[config.mk]
export PLATFORM = sky130hd
export DESIGN_NAME = debug_tap_port
export DESIGN_NICKNAME = d
export VERILOG_FILES = /design/src/design/debug_tap_port.v /design/src/design/sync2.v
export VERILOG_INCLUDE_DIRS = /design/src /design/src/design
export SDC_FILE = /design/constraint.sdc
export NUM_CORES = 1
export LEC_CHECK = 0
export BUFFER_PORTS_ARGS = -buffer_cell sky130_fd_sc_hd__buf_4
export CORE_ASPECT_RATIO = 0.8
export CORE_MARGIN = 2
export CORE_UTILIZATION = 45
export CTS_BUF_LIST = sky130_fd_sc_hd__clkbuf_8
export DETAILED_ROUTE_END_ITERATION = 7
export MAX_ROUTING_LAYER = met4
export PLACE_DENSITY_LB_ADDON = 0.05
export SLEW_MARGIN = 20
export SYNTH_ARGS = -nofsm -noshare
export SYNTH_HDL_FRONTEND = slang
export SYNTH_HIERARCHICAL = 1
export SYNTH_SLANG_ARGS = --single-unit
[constraint.sdc]
create_clock -name mclk -period 4.9 [get_ports mclk]
set_clock_uncertainty 0.15 [all_clocks]
set_input_delay 0.98 -clock mclk [delete_from_list [all_inputs] [get_ports mclk]]
set_output_delay 0.98 -clock mclk [all_outputs]
set_load 0.05 [all_outputs]
[src/design/tap_defines.vh]
// Constants for the debug test access port block
`ifndef TAP_DEFINES_VH
`define TAP_DEFINES_VH

// ****************
// TAP state codes
// ****************
`define ST_RESET 4'h0
`define ST_IDLE 4'h1
`define ST_SEL_DR 4'h2
`define ST_CAP_DR 4'h3
`define ST_SHF_DR 4'h4
`define ST_EX1_DR 4'h5
`define ST_PAU_DR 4'h6
`define ST_EX2_DR 4'h7
`define ST_UPD_DR 4'h8
`define ST_SEL_IR 4'h9
`define ST_CAP_IR 4'hA
`define ST_SHF_IR 4'hB
`define ST_EX1_IR 4'hC
`define ST_PAU_IR 4'hD
`define ST_EX2_IR 4'hE
`define ST_UPD_IR 4'hF

// ****************
// Instruction register
// ****************
`define IR_LEN 5
`define IR_CAPTURE 5'h01
`define IR_IDCODE 5'h01
`define IR_IMPCODE 5'h03
`define IR_BYPASS 5'h1F
`define IR_RESET 5'h01

// ****************
// Data registers
// ****************
`define DR_LEN 32
`define IMP_CAP_BIT 24
`define IMP_BASE 32'h00000000
// Identification value is arbitrary
`define DEV_ID 32'h00000001

`endif

[src/design/debug_tap_port.v]
// Debug test access port and debug interrupt front end of the core
// Functional notes
// - Low test reset forces the TAP controller to its reset state.
// - Float indication is 1 to tri-state test output, 0 to drive it.
// - Interrupt-supported strap appears in the implementation register.
// - Debug interrupt raised only on a low-to-high change between samples.
// - Debug-state output stays high for the whole of debug mode.
`include "tap_defines.vh"

module debug_tap_port #(
	parameter TAP_PRESENT = 1
) (
	input wire mclk,
	input wire rst_b,
	input wire tap_reset_n_in,
	input wire tap_clk_in,
	input wire tap_mode_sel_in,
	input wire tap_serial_in,
	output wire tap_serial_out,
	output wire test_out_float,
	input wire debug_irq_supported,
	input wire debug_irq_in,
	input wire debug_return,
	output wire debug_irq_req,
	output wire in_debug_state
);

	// ****************
	// Input synchronisers
	// ****************
	wire [5:0] raw;
	wire [5:0] syn;
	assign raw = {debug_irq_in, debug_irq_supported, tap_serial_in,
		tap_mode_sel_in, tap_clk_in, tap_reset_n_in};

	sync2 #(
		.WIDTH(6)
	) u_sync (
		.clk(mclk),
		.rst_b(rst_b),
		.d(raw),
		.q(syn)
	);

	wire trst_n_s;
	wire tck_s;
	wire tms_s;
	wire tdi_s;
	wire cap_s;
	wire dint_s;
	assign trst_n_s = syn[0];
	assign tck_s = syn[1];
	assign tms_s = syn[2];
	assign tdi_s = syn[3];
	assign cap_s = syn[4];
	assign dint_s = syn[5];

	// ****************
	// Test clock edges
	// ****************
	// All TAP inputs share the same sync depth, so mode and data stay aligned
	// with the recovered clock edge.
	reg tck_prev_q;
	wire tck_rise;
	wire tck_fall;
	wire tap_on;
	assign tap_on = (TAP_PRESENT != 0);
	assign tck_rise = tap_on && tck_s && !tck_prev_q;
	assign tck_fall = tap_on && !tck_s && tck_prev_q;

	always @(posedge mclk or negedge rst_b)
	begin
		if (!rst_b)
			tck_prev_q <= 1'b0;
		else
			tck_prev_q <= tck_s;
	end

	// ****************
	// TAP state machine
	// ****************
	reg [3:0] state_q;
	reg [3:0] state_d;

	always @*
	begin
		case (state_q)
			`ST_RESET: state_d = tms_s ? `ST_RESET : `ST_IDLE;
			`ST_IDLE: state_d = tms_s ? `ST_SEL_DR : `ST_IDLE;
			`ST_SEL_DR: state_d = tms_s ? `ST_SEL_IR : `ST_CAP_DR;
			`ST_CAP_DR: state_d = tms_s ? `ST_EX1_DR : `ST_SHF_DR;
			`ST_SHF_DR: state_d = tms_s ? `ST_EX1_DR : `ST_SHF_DR;
			`ST_EX1_DR: state_d = tms_s ? `ST_UPD_DR : `ST_PAU_DR;
			`ST_PAU_DR: state_d = tms_s ? `ST_EX2_DR : `ST_PAU_DR;
			`ST_EX2_DR: state_d = tms_s ? `ST_UPD_DR : `ST_SHF_DR;
			`ST_UPD_DR: state_d = tms_s ? `ST_SEL_DR : `ST_IDLE;
			`ST_SEL_IR: state_d = tms_s ? `ST_RESET : `ST_CAP_IR;
			`ST_CAP_IR: state_d = tms_s ? `ST_EX1_IR : `ST_SHF_IR;
			`ST_SHF_IR: state_d = tms_s ? `ST_EX1_IR : `ST_SHF_IR;
			`ST_EX1_IR: state_d = tms_s ? `ST_UPD_IR : `ST_PAU_IR;
			`ST_PAU_IR: state_d = tms_s ? `ST_EX2_IR : `ST_PAU_IR;
			`ST_EX2_IR: state_d = tms_s ? `ST_UPD_IR : `ST_SHF_IR;
			`ST_UPD_IR: state_d = tms_s ? `ST_SEL_DR : `ST_IDLE;
			default: state_d = `ST_RESET;
		endcase
	end

	always @(posedge mclk or negedge rst_b)
	begin
		if (!rst_b)
			state_q <= `ST_RESET;
		else if (!trst_n_s)
			state_q <= `ST_RESET;
		else if (tck_rise)
			state_q <= state_d;
	end

	// ****************
	// Instruction and data shift paths
	// ****************
	reg [`IR_LEN-1:0] ir_q;
	reg [`IR_LEN-1:0] ir_shift_q;
	reg [`DR_LEN-1:0] dr_shift_q;
	wire [`DR_LEN-1:0] imp_word;
	assign imp_word = `IMP_BASE | ({{(`DR_LEN-1){1'b0}}, cap_s}
		<< `IMP_CAP_BIT);

	always @(posedge mclk or negedge rst_b)
	begin
		if (!rst_b)
		begin
			ir_q <= `IR_RESET;
			ir_shift_q <= {`IR_LEN{1'b0}};
		end
		else if (!trst_n_s || state_q == `ST_RESET)
		begin
			ir_q <= `IR_RESET;
			ir_shift_q <= {`IR_LEN{1'b0}};
		end
		else if (tck_rise)
		begin
			case (state_q)
				`ST_CAP_IR: ir_shift_q <= `IR_CAPTURE;
				`ST_SHF_IR: ir_shift_q <= {tdi_s, ir_shift_q[`IR_LEN-1:1]};
				`ST_UPD_IR: ir_q <= ir_shift_q;
				default: ir_shift_q <= ir_shift_q;
			endcase
		end
	end

	// Unknown instructions fall back to the one-bit bypass path
	always @(posedge mclk or negedge rst_b)
	begin
		if (!rst_b)
			dr_shift_q <= {`DR_LEN{1'b0}};
		else if (tck_rise && state_q == `ST_CAP_DR)
		begin
			case (ir_q)
				`IR_IDCODE: dr_shift_q <= `DEV_ID;
				`IR_IMPCODE: dr_shift_q <= imp_word;
				default: dr_shift_q <= {`DR_LEN{1'b0}};
			endcase
		end
		else if (tck_rise && state_q == `ST_SHF_DR)
		begin
			if (ir_q == `IR_IDCODE || ir_q == `IR_IMPCODE)
				dr_shift_q <= {tdi_s, dr_shift_q[`DR_LEN-1:1]};
			else
				dr_shift_q <= {{(`DR_LEN-1){1'b0}}, tdi_s};
		end
	end

	// ****************
	// Test data output, changed on the falling edge
	// ****************
	reg tdo_q;
	reg float_q;
	wire shifting;
	assign shifting = (state_q == `ST_SHF_DR) || (state_q == `ST_SHF_IR);

	always @(posedge mclk or negedge rst_b)
	begin
		if (!rst_b)
		begin
			tdo_q <= 1'b0;
			float_q <= 1'b1;
		end
		else if (!trst_n_s || !tap_on)
		begin
			tdo_q <= 1'b0;
			float_q <= 1'b1;
		end
		else if (tck_fall)
		begin
			tdo_q <= (state_q == `ST_SHF_IR) ? ir_shift_q[0]
				: dr_shift_q[0];
			float_q <= !shifting;
		end
	end

	assign tap_serial_out = tdo_q;
	assign test_out_float = float_q;

	// ****************
	// Debug interrupt and debug mode
	// ****************
	// Sampled on the CPU clock; a level held high raises only one request.
	reg dint_prev_q;
	reg req_q;
	reg dbg_q;

	always @(posedge mclk or negedge rst_b)
	begin
		if (!rst_b)
		begin
			dint_prev_q <= 1'b0;
			req_q <= 1'b0;
			dbg_q <= 1'b0;
		end
		else
		begin
			dint_prev_q <= dint_s;
			req_q <= dint_s && !dint_prev_q;
			// Entry wins over a return in the same cycle
			if (req_q)
				dbg_q <= 1'b1;
			else if (debug_return)
				dbg_q <= 1'b0;
		end
	end

	assign debug_irq_req = req_q;
	assign in_debug_state = dbg_q;

endmodule // debug_tap_port

[src/design/sync2.v]
// Two-stage synchroniser for a group of asynchronous inputs
module sync2 #(
	parameter WIDTH = 1
) (
	input wire clk,
	input wire rst_b,
	input wire [WIDTH-1:0] d,
	output wire [WIDTH-1:0] q
);

	genvar i;
	generate
		for (i = 0; i < WIDTH; i = i + 1)
		begin : g_bit
			reg meta_q;
			reg sync_q;
			always @(posedge clk or negedge rst_b)
			begin
				if (!rst_b)
				begin
					meta_q <= 1'b0;
					sync_q <= 1'b0;
				end
				else
				begin
					meta_q <= d[i];
					sync_q <= meta_q;
				end
			end
			assign q[i] = sync_q;
		end
	endgenerate

endmodule // sync2

**Word-level counts from Yosys, hierarchy flattened**

Index checks and enable logic that the tools add are counted.

- Mux-type cells: 32
- Eq/ne operators: 19
- Reductions and logical operators: 24

Operators by type and width:

| operator | number |
|---|---|
| two-way mux 32 bit | 3 |
| one-hot mux 25 bit (2 select lines) | 1 |
| one-hot mux 4 bit (12 select lines) | 1 |
| == test 4 bit, second input constant | 8 |
| two-way mux 5 bit | 5 |
| two-way mux 4 bit | 6 |
| == test 4 x 3 -> 1 bit, second input constant | 4 |
| two-way mux 1 bit | 10 |
| one-hot mux 5 bit (2 select lines) | 1 |
| == test 4 x 2 -> 1 bit, second input constant | 2 |
| nonzero test 2 bit | 4 |
| two-way mux 2 bit | 3 |
| two-way mux 3 bit | 2 |
| == test 5 x 1 -> 1 bit, second input constant | 1 |
| == test 5 x 2 -> 1 bit, second input constant | 1 |
| logical AND 1 bit | 5 |
| logical NOT 1 bit | 5 |
| == test 4 x 1 -> 1 bit, second input constant | 1 |
| logical NOT 4 bit | 1 |
| inequality test 2 bit, second input constant | 2 |
| AND reduction 2 bit | 2 |
| OR reduction 2 bit | 2 |
| logical OR 1 bit | 3 |
| nonzero test 3 bit | 1 |
| OR reduction 3 bit | 1 |

- Input bits: 9
- Register bits after elaboration: 64

**Longest topological paths before layout**

- Depth in word-level cells: 5
- Mapped depth: 8
- Depth with buffers taken out: 4

**By module**

The synthesis kept the hierarchy.

Modules (own cells, without submodules):

| module | area an instance (um2) | sequential area each (um2) | cells an instance | instances |
|---|---|---|---|---|
| debug_tap_port | 2274.7 | 1303.8 | 197 | 1 |
| sync2 | 345.3 | 300.3 | 18 | 1 |

**Worst setup path after synthesis**

No wires, ideal clock.

- Path type: register -> register
- From: register ir_q[0]
- To: register dr_shift_q[19]
- Arrival time: 1729 ps
- Path slack: 2956 ps
- Required time: 4685 ps
- Library setup time: 65 ps
- Path buffers: 3
- Cell stages (with the launch flop): 7
- Clock period less this slack: 1944 ps
- Path through: dfstp_2 or4b_1 buf_2 nor4b_4 buf_6 buf_6 a22o_1

- Word-level cells in the longest chain between the ends: 5

RTL lines:

| item | RTL line | text |
|---|---|---|
| start, declared | debug_tap_port.v:121 | `` reg [`IR_LEN-1:0] ir_q; `` |
| start signal, assigned | debug_tap_port.v:132 | `` ir_q <= `IR_RESET; `` |
| start signal, assigned | debug_tap_port.v:137 | `` ir_q <= `IR_RESET; `` |
| start signal, assigned | debug_tap_port.v:145 | `` `ST_UPD_IR: ir_q <= ir_shift_q; `` |
| == test 5 x 1 -> 1 bit / == test 5 x 2 -> 1 bit (equally long branches) | - |  |
| logical OR 1 bit (no source line) (*) | - |  |
| two-way mux 32 bit (*) | debug_tap_port.v:166 | `` if (ir_q == `IR_IDCODE \|\| ir_q == `IR_IMPCODE) `` |
| two-way mux 32 bit (*) | debug_tap_port.v:164 | `` else if (tck_rise && state_q == `ST_SHF_DR) `` |
| two-way mux 32 bit (*) | debug_tap_port.v:156 | `` else if (tck_rise && state_q == `ST_CAP_DR) `` |
| end signal, assigned | debug_tap_port.v:155 | `` dr_shift_q <= {`DR_LEN{1'b0}}; `` |
| end signal, assigned | debug_tap_port.v:159 | `` `IR_IDCODE: dr_shift_q <= `DEV_ID; `` |
| end signal, assigned | debug_tap_port.v:167 | `` dr_shift_q <= {tdi_s, dr_shift_q[`DR_LEN-1:1]}; `` |
| end, declared | debug_tap_port.v:123 | `` reg [`DR_LEN-1:0] dr_shift_q; `` |

Mark *: on every way between the ends. The rest lies on a longest branch, timed or not. The select of a mux whose other input is x is not followed.
A chain may end at the register's enable or synchronous reset.

**Final worst setup path**

- From: register state_q[2]
- To: register dr_shift_q[31]

- Word-level cells in the longest chain between the ends: 3

RTL lines:

| item | RTL line | text |
|---|---|---|
| start, declared | debug_tap_port.v:82 | `reg [3:0] state_q;` |
| start signal, assigned | debug_tap_port.v:111 | `` state_q <= `ST_RESET; `` |
| start signal, assigned | debug_tap_port.v:113 | `` state_q <= `ST_RESET; `` |
| start signal, assigned | debug_tap_port.v:115 | `state_q <= state_d;` |
| == test 4 x 2 -> 1 bit (no source line) / == test 4 x 3 -> 1 bit (equally long branches) | - |  |
| logical AND 1 bit (no source line) | - |  |
| two-way mux 32 bit / nonzero test 2 bit (equally long branches) | - |  |
| end signal, assigned | debug_tap_port.v:155 |  |
| end signal, assigned | debug_tap_port.v:159 |  |
| end signal, assigned | debug_tap_port.v:160 | `` `IR_IMPCODE: dr_shift_q <= imp_word; `` |

Several ways; a longest one is shown, not always the timed one.

==> impl_results.html <==
<table>
<tr><th>Metric</th><th>Value</th></tr>
<tr><th colspan="2">Run status</th></tr>
<tr><td>Run status</td><td>finished clean</td></tr>
<tr><th colspan="2">Critical path</th></tr>
<tr><td>Maximum fanout along the worst path</td><td>35</td></tr>
<tr><td>Crit start category</td><td>flop</td></tr>
<tr><td>Worst flop-to-flop path startpoint</td><td>state_q[2]</td></tr>
<tr><td>Number of cells traversed by the worst register-to-register path</td><td>3</td></tr>
<tr><td>Crit Reg-Reg Endpoint</td><td>dr_shift_q[31]</td></tr>
<tr><td>Worst EP arrival</td><td>2.51 ns</td></tr>
<tr><td>Register-to-Register Setup Slack</td><td>2.45 ns</td></tr>
<tr><td>Required time worst endpoint</td><td>4.96 ns</td></tr>
<tr><td>Worst Path Class, Setup</td><td>reg2reg</td></tr>
<tr><td>Worst Setup End Kind</td><td>flop</td></tr>
<tr><td>Critical path launch point</td><td>state_q[2]</td></tr>
<tr><th colspan="2">Clock tree</th></tr>
<tr><td>Clk sinks</td><td>64</td></tr>
<tr><td>Hold buffer count at cts</td><td>0</td></tr>
<tr><td>Number of CTS-inserted buffers</td><td>9</td></tr>
<tr><td>Clock tree from TritonCTS</td><td>built</td></tr>
<tr><td>Clock root cell</td><td>sky130_fd_sc_hd__clkbuf_8</td></tr>
<tr><td>Clock-pin transition on the worst setup and hold timing paths</td><td>0.07 ns</td></tr>
<tr><td>Total setup buffers inserted after CTS</td><td>0</td></tr>
<tr><td>Number of H-tree levels</td><td>3</td></tr>
<tr><td>Source-to-sink clock delay at the later pin of the worst-skew pair</td><td>0.33 ns</td></tr>
<tr><td>Deepest clock path buffer count</td><td>2</td></tr>
<tr><td>CTS resizes</td><td>0</td></tr>
<tr><th colspan="2">Detailed routing</th></tr>
<tr><td>Number of routed nets with antenna violations</td><td>0</td></tr>
<tr><td>Total DRC errors in the routed layout</td><td>0</td></tr>
<tr><td>Number of detailed-route iterations in the first pass</td><td>5</td></tr>
<tr><td>Initial DRC Count</td><td>125</td></tr>
<tr><td>Average vias per placed instance</td><td>5.36</td></tr>
<tr><td>Total length of routed wires</td><td>4400 um</td></tr>
<tr><td>Count of vias placed by the detailed router</td><td>1,608</td></tr>
<tr><td>Average wire per cell in the routed design</td><td>14.7 um</td></tr>
<tr><th colspan="2">GRT</th></tr>
<tr><td>Leftover overflow at the end of global routing</td><td>0</td></tr>
<tr><td>Global Route Usage Sum</td><td>16.6%</td></tr>
<tr><td>Met3 global-route usage</td><td>7.28%</td></tr>
<tr><td>Most Used Layer, Global Route</td><td>met1</td></tr>
<tr><td>Initial antenna violation count</td><td>0</td></tr>
<tr><td>Global Route met2 Usage</td><td>21.3%</td></tr>
<tr><td>Vias in the first global route</td><td>1,600</td></tr>
<tr><td>Met1 track demand over resource in global routing</td><td>23.5%</td></tr>
<tr><td>First-pass GRT wire length</td><td>7710 um</td></tr>
<tr><td>Maximum number of pins on one net before global-route repair</td><td>65</td></tr>
<tr><th colspan="2">Cells and area</th></tr>
<tr><td>Final cell count without fillers</td><td>300</td></tr>
<tr><td>Area growth, synth to finish</td><td>10.8%</td></tr>
<tr><td>Fin area</td><td>0.00290 mm^2</td></tr>
<tr><td>Net count of the finished layout</td><td>226</td></tr>
<tr><td>Diodes inserted</td><td>0</td></tr>
<tr><td>Share of cells above drive strength 1</td><td>14.9%</td></tr>
<tr><th colspan="2">Synthesis</th></tr>
<tr><td>Commonest cells in the netlist</td><td>sky130_fd_sc_hd__dfrtp_1, sky130_fd_sc_hd__a22o_1, sky130_fd_sc_hd__a21oi_1, sky130_fd_sc_hd__nand2_1, sky130_fd_sc_hd__nor2_1</td></tr>
<tr><td>Average cell area after synthesis</td><td>12.2 um^2</td></tr>
<tr><td>Post-synthesis instance area</td><td>0.00262 mm^2</td></tr>
<tr><td>Post-synth top area share</td><td>59.2%</td></tr>
<tr><td>Count of warnings emitted by yosys</td><td>6</td></tr>
<tr><td>Mapped Nets</td><td>224</td></tr>
<tr><td>Dominant synthesized flop cell</td><td>sky130_fd_sc_hd__dfrtp_1</td></tr>
<tr><td>Distinct cell type count after synthesis</td><td>43</td></tr>
<tr><td>Seq/Total Area, Yosys</td><td>61.2%</td></tr>
<tr><td>Library cell with the highest instance count after synthesis</td><td>sky130_fd_sc_hd__dfrtp_1</td></tr>
<tr><td>Number of flip-flops and latches in the synthesized netlist</td><td>64</td></tr>
<tr><td>Synth area leader</td><td>sky130_fd_sc_hd__dfrtp_1</td></tr>
<tr><td>Share of async-settable or async-resettable flops after synthesis</td><td>100%</td></tr>
<tr><td>Number of synthesized flops with an enable pin</td><td>0</td></tr>
<tr><td>Cell types occupying the most area after synthesis</td><td>sky130_fd_sc_hd__dfrtp_1, sky130_fd_sc_hd__a22o_1, sky130_fd_sc_hd__mux2i_1</td></tr>
<tr><td>Synth Instances</td><td>215</td></tr>
<tr><th colspan="2">Die</th></tr>
<tr><td># IOs</td><td>13</td></tr>
<tr><td>Chip width</td><td>89.3 um</td></tr>
<tr><td>Placement row count</td><td>24</td></tr>
<tr><td>Overall die area</td><td>0.00645 mm^2</td></tr>
<tr><td>Placeable Area</td><td>0.00553 mm^2</td></tr>
<tr><td>Die boundary height</td><td>72.3 um</td></tr>
<tr><td>Initial cell density of the core</td><td>47.4%</td></tr>
<tr><th colspan="2">Min path</th></tr>
<tr><td>Classification of the worst-slack hold path</td><td>reg2reg</td></tr>
<tr><td>Endpoint, Worst Hold</td><td>u_sync/g_bit[5].sync_q</td></tr>
<tr><td>Worst hold path cell count</td><td>0</td></tr>
<tr><td>Hold Startpoint</td><td>u_sync/g_bit[5].meta_q</td></tr>
<tr><th colspan="2">Pwr</th></tr>
<tr><td>Static leakage power</td><td>1.29 nW</td></tr>
<tr><td>Total chip power</td><td>1.10 mW</td></tr>
<tr><td>Worst supply voltage drop on vdd</td><td>0.000178 V</td></tr>
<tr><td>PwrDens</td><td>379 mW/mm^2</td></tr>
<tr><th colspan="2">Placement</th></tr>
<tr><td>Final RePlAce weighted congestion</td><td>0.784</td></tr>
<tr><td>Number of port buffers</td><td>12</td></tr>
<tr><td>Post-place setup slack</td><td>2.47 ns</td></tr>
<tr><td>Total instance count after detailed placement</td><td>284</td></tr>
<tr><td>Total placed instance area</td><td>0.00268 mm^2</td></tr>
<tr><td>Half-perimeter wire length after placement</td><td>2670 um</td></tr>
<tr><th colspan="2">Timing</th></tr>
<tr><td>Headroom to the max-slew limit</td><td>29.8%</td></tr>
<tr><td>Fin crit period</td><td>2.45 ns</td></tr>
<tr><td>Post-route setup slack</td><td>2.45 ns</td></tr>
<tr><td>Max-slew violations</td><td>0</td></tr>
<tr><td>Final-layout setup total negative slack</td><td>0 ns</td></tr>
<tr><td>Count of final hold-check violations</td><td>0</td></tr>
<tr><td>Post-route fraction of the period consumed by the critical path</td><td>50.0%</td></tr>
<tr><td>Slew of the pin with the lowest slew margin</td><td>1.05 ns</td></tr>
<tr><td>Maximum achievable frequency</td><td>408 MHz</td></tr>
<tr><td>Setup repair after global routing missed its margin</td><td>no</td></tr>
<tr><td>Final setup violation count</td><td>0</td></tr>
<tr><th colspan="2">Run</th></tr>
<tr><td>Max-Cap Viols</td><td>0</td></tr>
</table>
metal layers:
metal  part of all wire [%]  wire length [um]
met5                      0                 0
met4                    1.0                44
met2                     43              1900
met3                    5.2               229
met1                     51              2220
cell type report:
type                    instances  area, um^2
clock buffers                  11         151
clock inverters                 5        72.6
flip-flops and latches         64        1600
multi-input cells             124         862
well taps                      78        97.6
repair buffers                 13        97.6
fillers                       494        2620
inverters                       5        18.8
cell usage in the layout, fill, tap and decap left out, types with 3 or more instances in the layout:
master / count
sky130_fd_sc_hd__nor2b_1: 6
sky130_fd_sc_hd__clkbuf_8: 11
sky130_fd_sc_hd__nand3_1: 8
sky130_fd_sc_hd__nand2b_1: 3
sky130_fd_sc_hd__nor2_1: 10
sky130_fd_sc_hd__buf_4: 13
sky130_fd_sc_hd__mux2i_1: 7
sky130_fd_sc_hd__nand2_1: 11
sky130_fd_sc_hd__a22o_1: 29
sky130_fd_sc_hd__o21ai_0: 5
sky130_fd_sc_hd__dfrtp_1: 62
sky130_fd_sc_hd__a21oi_1: 13
sky130_fd_sc_hd__inv_1: 7
power by group:
part	internal [mW]	leakage, nW	total [mW]	switching [mW]
sequential	0.541	0.849	0.554	0.0128
combinational	0.0183	0.318	0.0504	0.0322
clock	0.310	0.122	0.496	0.186
total	0.869	1.29	1.10	0.231
sequential cells by signal, summed over array words and instances, names as in the netlist:
| signal | flops |
|---|---|
| test_out_float | 1 |
| u_sync/g_bit.sync_q | 6 |
| dr_shift_q | 32 |
| tap_serial_out | 1 |
| state_q | 4 |
| dint_prev_q | 1 |
| ir_shift_q | 5 |
| u_sync/g_bit.meta_q | 6 |
| debug_irq_req | 1 |
| in_debug_state | 1 |
| tck_prev_q | 1 |
| ir_q | 5 |
stage by stage:
| stage | util, % | hold WS, ns |
|---|---|---|
| 6_report | 52.6 | 0.197 |
| 5_1_grt | 52.6 | 0.213 |
| 4_1_cts | 52.6 | 0.195 |
| 3_5_place_dp | 48.5 | 0.186 |
| 3_3_place_gp | 48.5 | 0.182 |
| 2_1_floorplan | - | 0.181 |
logic make-up after synthesis:
| logic type | Yosys count | synth area share (%) |
|---|---|---|
| multiplexers | 7 | 2.67 |
| flip-flops | 64 | 61.2 |
| AND/OR/NAND/NOR | 55 | 12.4 |
| buffers and inverters | 27 | 5.87 |
| XOR/XNOR | 1 | 0.334 |
| AO/OA/AOI/OAI | 61 | 17.5 |
worst max-delay path, stage by stage, from the launching register on:
cell	delay [ns]
sky130_fd_sc_hd__dfrtp_1	0.61
sky130_fd_sc_hd__or3b_1	0.39
sky130_fd_sc_hd__a211o_1	0.69
sky130_fd_sc_hd__o41ai_1	0.49
how the worst max path moves through the flow:
stage | to | slack (ns) | cells past startpoint
after floorplan | dr_shift_q[19] | 2.96 | 6
after global placement | dr_shift_q[31] | 2.59 | 3
after detailed placement | dr_shift_q[31] | 2.47 | 3
after CTS | dr_shift_q[31] | 2.44 | 3
after global routing | dr_shift_q[31] | 2.20 | 3
final | dr_shift_q[31] | 2.45 | 3
Note: power is estimated with default switching activity, not from simulation.
